[config.mk]
export PLATFORM = sky130hd
export DESIGN_NAME = scps_top
export DESIGN_NICKNAME = d
export VERILOG_FILES = /design/src/rtl/scps_chan_route.v /design/src/rtl/scps_top.v
export VERILOG_INCLUDE_DIRS = /design/src /design/src/rtl
export SDC_FILE = /design/constraint.sdc
export NUM_CORES = 1
export LEC_CHECK = 0
export BUFFER_PORTS_ARGS = -buffer_cell sky130_fd_sc_hd__buf_2
export CAP_MARGIN = 10
export CORE_AREA = 2 2 112 114
export DETAILED_ROUTE_END_ITERATION = 10
export DIE_AREA = 0 0 114 116
export MAX_ROUTING_LAYER = met4
export PLACE_DENSITY = 0.71
export RECOVER_POWER = 100
export SLEW_MARGIN = 5
export SYNTH_ARGS = -nofsm -noshare
export SYNTH_HDL_FRONTEND = slang
export SYNTH_SLANG_ARGS = --single-unit
[constraint.sdc]
create_clock -name ref_clk -period 1.9 [get_ports ref_clk]
set_input_delay 0.38 -clock ref_clk [delete_from_list [all_inputs] [get_ports ref_clk]]
set_output_delay 0.38 -clock ref_clk [all_outputs]
set_load 0.05 [all_outputs]
[src/rtl/scps_consts.vh]
// Constants for the serial channel pin select block
`ifndef SCPS_CONSTS_VH
`define SCPS_CONSTS_VH
// Register offsets (byte addresses on the plain register port)
`define SCPS_OFS_CH8_11 8'h00
`define SCPS_OFS_CH12_15 8'h04
// Field layout: channel group k (0..3 from the low end) at bit 4+6k
`define SCPS_GRP_BASE 4
`define SCPS_GRP_WIDTH 6
`define SCPS_CLK_POS 4
`define SCPS_DOUT_POS 2
`define SCPS_DIN_POS 0
// Writable field mask: bits 27..4
`define SCPS_FIELD_MASK 32'h0FFF_FFF0
// Reset value of both registers
`define SCPS_REG_RST 32'h0000_0000
// Select encodings
`define SCPS_SEL_NONE 2'h0
`define SCPS_SEL_OPT0 2'h1
`define SCPS_SEL_OPT1 2'h2
`define SCPS_SEL_OPT2 2'h3
`endif

[src/rtl/scps_chan_route.v]
// Pin routing for one serial channel: clock, data out, data in
`timescale 1ns/1ps
`default_nettype none
`include "scps_consts.vh"
module scps_chan_route (
  input wire [5:0] sel, // Clock, data-out, data-in selects, high to low
  input wire core_clk_out, // Clock driven by the channel
  input wire core_dout, // Data driven by the channel
  output reg core_clk_in, // Clock seen by the channel
  output reg core_din, // Data seen by the channel
  output reg core_dout_rb, // Data-out line level seen by the channel
  input wire [2:0] clk_pin_in, // Clock pin levels, options 0..2
  output reg [2:0] clk_pin_out, // Clock pin drive values
  output reg [2:0] clk_pin_oe, // Clock pin enables
  input wire [2:0] dout_pin_in, // Data-out pin levels
  output reg [2:0] dout_pin_out, // Data-out pin drive values
  output reg [2:0] dout_pin_oe, // Data-out pin enables
  input wire [2:0] din_pin_in // Data-in pin levels
);
  wire [1:0] clk_sel;
  wire [1:0] dout_sel;
  wire [1:0] din_sel;
  assign clk_sel = sel[`SCPS_CLK_POS+1:`SCPS_CLK_POS];
  assign dout_sel = sel[`SCPS_DOUT_POS+1:`SCPS_DOUT_POS];
  assign din_sel = sel[`SCPS_DIN_POS+1:`SCPS_DIN_POS];

  // --------------------------------------------------------------
  // Clock line
  // --------------------------------------------------------------
  always @* begin
    clk_pin_out = 3'h0;
    clk_pin_oe = 3'h0;
    core_clk_in = 1'b0;
    case (clk_sel)
      `SCPS_SEL_NONE: begin
        core_clk_in = clk_pin_in[0];
      end
      `SCPS_SEL_OPT0: begin
        core_clk_in = clk_pin_in[0];
        clk_pin_oe[0] = 1'b1;
        clk_pin_out[0] = core_clk_out;
      end
      `SCPS_SEL_OPT1: begin
        core_clk_in = clk_pin_in[1];
        clk_pin_oe[1] = 1'b1;
        clk_pin_out[1] = core_clk_out;
      end
      default: begin
        core_clk_in = clk_pin_in[2];
        clk_pin_oe[2] = 1'b1;
        clk_pin_out[2] = core_clk_out;
      end
    endcase
  end

  // --------------------------------------------------------------
  // Data-out line, same encoding as the clock
  // --------------------------------------------------------------
  always @* begin
    dout_pin_out = 3'h0;
    dout_pin_oe = 3'h0;
    core_dout_rb = 1'b0;
    case (dout_sel)
      `SCPS_SEL_NONE: begin
        core_dout_rb = dout_pin_in[0];
      end
      `SCPS_SEL_OPT0: begin
        core_dout_rb = dout_pin_in[0];
        dout_pin_oe[0] = 1'b1;
        dout_pin_out[0] = core_dout;
      end
      `SCPS_SEL_OPT1: begin
        core_dout_rb = dout_pin_in[1];
        dout_pin_oe[1] = 1'b1;
        dout_pin_out[1] = core_dout;
      end
      default: begin
        core_dout_rb = dout_pin_in[2];
        dout_pin_oe[2] = 1'b1;
        dout_pin_out[2] = core_dout;
      end
    endcase
  end

  // --------------------------------------------------------------
  // Data-in line
  // --------------------------------------------------------------
  always @* begin
    case (din_sel)
      `SCPS_SEL_OPT1: begin
        core_din = din_pin_in[1];
      end
      `SCPS_SEL_OPT2: begin
        core_din = din_pin_in[2];
      end
      default: begin
        core_din = din_pin_in[0];
      end
    endcase
  end
endmodule // scps_chan_route
`default_nettype wire

[src/rtl/scps_top.v]
// Pin select registers and routing for serial channels 8 to 15
`timescale 1ns/1ps
`default_nettype none
`include "scps_consts.vh"
// Contract
// Clock select 00: clock input from option 0, no clock driven.
// Clock select 01: option 0 is clock input and output.
// Clock select 10: option 1 is clock input and output.
// Clock select 11: option 2 is clock input and output.
// Data-out select uses clock encoding; 00 input only from option 0.
// Data-in select 00 or 01 routes option 0.
// Data-in select 10 routes option 1, 11 routes option 2.
// First register: channel 11 at bits 27..22, then 10, 9, 8 below.
// Second register: same layout for channels 15 down to 12.
// Reserved bits 31..28 and 3..0 always read zero.
// Software writes zeros to the reserved bits.
// All select fields reset to 00.
// Deep-standby reset leaves both registers unchanged.
// Reads return stored field values with no side effects.
// Unchosen pin options get no drive and do not reach the channel.
module scps_top #(
  parameter NUM_CH = 8 // Channels 8..15
) (
  input wire ref_clk, // System bus clock
  input wire rst_n, // Ordinary reset, synchronous, active low
  input wire deep_stby_rst_n, // Deep-standby reset, active low
  input wire [7:0] reg_addr, // Register byte address
  input wire [31:0] reg_wdata, // Write data
  input wire reg_wr, // Write strobe
  input wire reg_rd, // Read strobe
  output reg [31:0] reg_rdata_ff, // Read data, one cycle after strobe
  input wire [NUM_CH-1:0] core_clk_out, // Channel clocks to drive
  input wire [NUM_CH-1:0] core_dout, // Channel data to drive
  output wire [NUM_CH-1:0] core_clk_in, // Clocks to channels
  output wire [NUM_CH-1:0] core_din, // Data to channels
  output wire [NUM_CH-1:0] core_dout_rb, // Data-out line levels
  input wire [3*NUM_CH-1:0] clk_pin_in, // Clock pins, 3 per channel
  output wire [3*NUM_CH-1:0] clk_pin_out, // Clock pin values
  output wire [3*NUM_CH-1:0] clk_pin_oe, // Clock pin enables
  input wire [3*NUM_CH-1:0] dout_pin_in, // Data-out pins
  output wire [3*NUM_CH-1:0] dout_pin_out, // Data-out pin values
  output wire [3*NUM_CH-1:0] dout_pin_oe, // Data-out pin enables
  input wire [3*NUM_CH-1:0] din_pin_in // Data-in pins
);
  // --------------------------------------------------------------
  // Selection registers
  // --------------------------------------------------------------
  reg [31:0] sel_lo_ff;
  reg [31:0] sel_hi_ff;
  reg [31:0] nxt_sel_lo;
  reg [31:0] nxt_sel_hi;
  reg [31:0] nxt_rdata;
  wire hit_lo;
  wire hit_hi;

  assign hit_lo = (reg_addr == `SCPS_OFS_CH8_11);
  assign hit_hi = (reg_addr == `SCPS_OFS_CH12_15);

  // Reserved bits are masked off on write so they can never read back
  always @* begin
    nxt_sel_lo = sel_lo_ff;
    nxt_sel_hi = sel_hi_ff;
    if (reg_wr && hit_lo) begin
      nxt_sel_lo = reg_wdata & `SCPS_FIELD_MASK;
    end else if (reg_wr && hit_hi) begin
      nxt_sel_hi = reg_wdata & `SCPS_FIELD_MASK;
    end
  end

  // Deep-standby reset is accepted as a port but deliberately not used
  // here: the selections survive it.
  always @(posedge ref_clk) begin
    if (!rst_n) begin
      sel_lo_ff <= `SCPS_REG_RST;
      sel_hi_ff <= `SCPS_REG_RST;
    end else begin
      sel_lo_ff <= nxt_sel_lo;
      sel_hi_ff <= nxt_sel_hi;
    end
  end

  // --------------------------------------------------------------
  // Read port: unmapped addresses return zero
  // --------------------------------------------------------------
  always @* begin
    nxt_rdata = 32'h0000_0000;
    if (reg_rd && hit_lo) begin
      nxt_rdata = sel_lo_ff & `SCPS_FIELD_MASK;
    end else if (reg_rd && hit_hi) begin
      nxt_rdata = sel_hi_ff & `SCPS_FIELD_MASK;
    end
  end

  always @(posedge ref_clk) begin
    if (!rst_n) begin
      reg_rdata_ff <= 32'h0000_0000;
    end else begin
      reg_rdata_ff <= nxt_rdata;
    end
  end

  // --------------------------------------------------------------
  // Per-channel routing
  // --------------------------------------------------------------
  wire [63:0] all_sel;
  assign all_sel = {sel_hi_ff, sel_lo_ff};

  genvar gi;
  generate
    for (gi = 0; gi < NUM_CH; gi = gi + 1) begin : g_ch
      // Channel 8+gi: register gi/4, group gi%4 from the low end
      scps_chan_route u_route (
        .sel(all_sel[32*(gi/4) + `SCPS_GRP_BASE + `SCPS_GRP_WIDTH*(gi%4)
             +: 6]),
        .core_clk_out(core_clk_out[gi]),
        .core_dout(core_dout[gi]),
        .core_clk_in(core_clk_in[gi]),
        .core_din(core_din[gi]),
        .core_dout_rb(core_dout_rb[gi]),
        .clk_pin_in(clk_pin_in[3*gi +: 3]),
        .clk_pin_out(clk_pin_out[3*gi +: 3]),
        .clk_pin_oe(clk_pin_oe[3*gi +: 3]),
        .dout_pin_in(dout_pin_in[3*gi +: 3]),
        .dout_pin_out(dout_pin_out[3*gi +: 3]),
        .dout_pin_oe(dout_pin_oe[3*gi +: 3]),
        .din_pin_in(din_pin_in[3*gi +: 3])
      );
    end
  endgenerate
endmodule // scps_top
`default_nettype wire

==> impl_metrics.toml <==
[detailed_routing]
num_vias = 3939
wl_per_cell_um = 12.6
wl_mm = 11.0
drc = 0
first_iter_violations = 91
first_pass_iters = 4
drtAntennaViolNets = 0
vias_per_cell = 4.48

[synth]
ys_warn_count = 0
synth_cell_type_count = 23
synth-simple-area-share_pct = 26.9
yosys-top-cells-area = "dfxtp_1, mux2i_1, nand2_1"
synth_top_area_share_pct = 34.1
synth_fa_ha_area_share_pct = 0
synth_area_per_cell_um2 = 8.20
synth_top_family_by_area = "simple AND/OR/NAND/NOR gates"
ys_ff_latch = 72
muxShareOfSynthArea_pct = 22.8
synth_cells = 515
synth_compound_area_share_pct = 2.84
synth.cell_area_mm2 = 0.00422
synthXorXnorAreaFrac_pct = 0
yosysSeqAreaShare_pct = 34.1
synth_top_area_cell = "dfxtp_1"

[global_route]
gr-usage-met3_pct = 4.60
met2_usage_pct = 27.7
grtUsageMet1_pct = 18.7
grt_first_pass_wirelength_mm = 16.5
track_usage_pct = 16.1
grt_max_degree = 73
grt.busiest_layer = "met2"
grt_pass1_vias = 3342
grt_overflow = 0
antenna_found_initial = 1

[power_and_ir_drop]
p_per_area_mw_per_mm2 = 614
p_leak_uw = 0.00288
ir_worst_vdd_mv = 0.381

[cts]
clock_latency_ns = 0.32
clk_path_buf_depth = 2
clock_sinks = 72
h-tree-depth = 3
numCtsBuffers = 9
hold_buffers = 0
cts_setup_buffers = 0
cts-root-buf = "clkbuf_16"
path_clk_slew_ns = 0.06
cts_tree = "built"
ctsResizeCount = 0

[critical_path]
cp_data_arrival_time_ns = 1.98
rr_startpoint = "sel_lo_ff[9]$_SDFFE_PN0P_"
crit_fanout = 24
crit_start = "reg_addr[5]"
crit_required_ns = 2.09
cp-end-kind = "flop"
path_class = "in2reg"
start_kind = "input port"

[die]
die_area_mm2 = 0.0132
dieWidth_um = 114
ios = 285
rows = 40
start_util_pct = 35.5
chipHeight_um = 116
core_area_mm2 = 0.0119

[cells_and_area]
fillers = 1232
nets = 859
syn2layout_area_growth_pct = 32.9
post-route-util_pct = 47.1
stdcell_count = 879
drive_gt1_share_pct = 38.6

[timing]
rsz0062_at_grt = "false"
slew_viol_final = 0
clock_skew_ns = 0.00475
max_slew_margin_pct = 54.8
setup_viol = 0
period_needed_ns = 1.79
fin_crit_sh_pct = 94.4
hold_viol_final = 0
max_clock_freq_mhz = 557
tightest_slew_ns = 0.679
holdWs_ns = 0.327

[placed_design]
dp_hpwl_mm = 8.39
gp_congestion = 0.772
port_buffers = 267
dp_cells = 862

[hold_path]
holdCritStartpoint = "reg_wdata[23]"
hold_path_class = "in2reg"

[outcome]
status = "finished, final reports clean"

[run]
maxCapViolCount = 0
power breakdown:
| group | switching (uW) | leakage (uW) | internal, uW |
|---|---|---|---|
| combinational | 264 | 0.00217 | 155 |
| clock | 599 | 0.000130 | 916 |
| sequential | 2.32 | 0.000580 | 1510 |
| total | 866 | 0.00288 | 2580 |
cell usage after synthesis:
| cell type | count |
|---|---|
| buf_2 | 4 |
| nor2_1 | 64 |
| nand2_1 | 88 |
| nor3_4 | 1 |
| dfxtp_1 | 72 |
| conb_1 | 1 |
| buf_6 | 5 |
| mux2i_1 | 96 |
| nor2b_1 | 32 |
| or3_1 | 2 |
| dlygate4sd1_1 | 1 |
| buf_4 | 43 |
| nand4bb_1 | 1 |
| buf_1 | 6 |
| clkbuf_1 | 21 |
| a21oi_1 | 24 |
| and3_1 | 16 |
| and2_1 | 32 |
| buf_12 | 2 |
| clkbuf_4 | 1 |
| or4b_4 | 1 |
| or4_4 | 1 |
| inv_1 | 1 |
layer usage:
metal | part of all wire, % | wire length, um | up-vias
li1 | - | - | 2042
met1 | 43 | 4760 | 1729
met2 | 48 | 5320 | 161
met3 | 7.9 | 873 | 7
met4 | 0.86 | 95 | 0
met5 | 0 | 0 | -
sequential cells by signal, summed over array words and instances, names as in the netlist:
register / flops
sel_lo_ff: 24
reg_rdata_ff: 24
sel_hi_ff: 24
critical path, cell delays in order:
cell	delay [ns]
buf_2	0.11
or4_1	0.56
or3_2	0.46
buf_4	0.29
mux2i_1	0.17
cells in the final DEF (no fill, tap or decap), drive strengths merged:
cell / count
diode: 1
nor3: 1
nor2: 64
nand2: 88
conb: 8
clkinv: 2
nand4bb: 1
buf: 130
and3: 16
or3: 2
and2: 32
inv: 1
dfxtp: 72
clkinvlp: 1
nor2b: 32
a21oi: 24
mux2i: 96
clkbuf: 159
or4b: 1
or4: 1
cell families (layout without fill, tap and decap cells):
family / Yosys count / after routing
buf+inv: 84 / 293
compound gates: 24 / 24
other cells: 1 / 9
simple gates: 238 / 238
mux: 96 / 96
flops: 72 / 72
final cells by class:
type / instances / area, um2 / share of cell area [%]
Clock inverter: 3 / 17.5 / 0.312
Inverter: 1 / 3.75 / 0.0669
Clock buffer: 13 / 250 / 4.46
Tap cell: 147 / 184 / 3.28
Antenna cell: 1 / 2.50 / 0.0446
Timing Repair Buffer: 276 / 1390 / 24.7
Sequential cell: 72 / 1440 / 25.7
Multi-Input combinational cell: 366 / 2320 / 41.4
through the flow:
stage                     power [uW]  setup slack [ns]  setup TNS, ns  cell area (um2)
after floorplan                 1850           -0.0237        -0.0237             4330
after global placement          1970           -0.0893          -2.08             5410
after detailed placement        1970           -0.0977          -2.59             5410
after CTS                       3500             0.106              0             5680
after global routing            3600            0.0196              0             5610
final                           3450             0.106              0             5610
path summary, 6_finish.rpt:
path | to | slack (ns) | depth (start not counted)
worst min-delay path | sel_lo_ff[23]$_SDFFE_PN0P_ | 0.33 | 3
worst max register to register | reg_rdata_ff[9]$_SDFF_PN0_ | 1.08 | 2
worst min register to register | sel_lo_ff[10]$_SDFFE_PN0P_ | 0.49 | 2
worst max-delay path | sel_hi_ff[17]$_SDFFE_PN0P_ | 0.11 | 5
No activity file was read; power rests on OpenSTA's default activity.
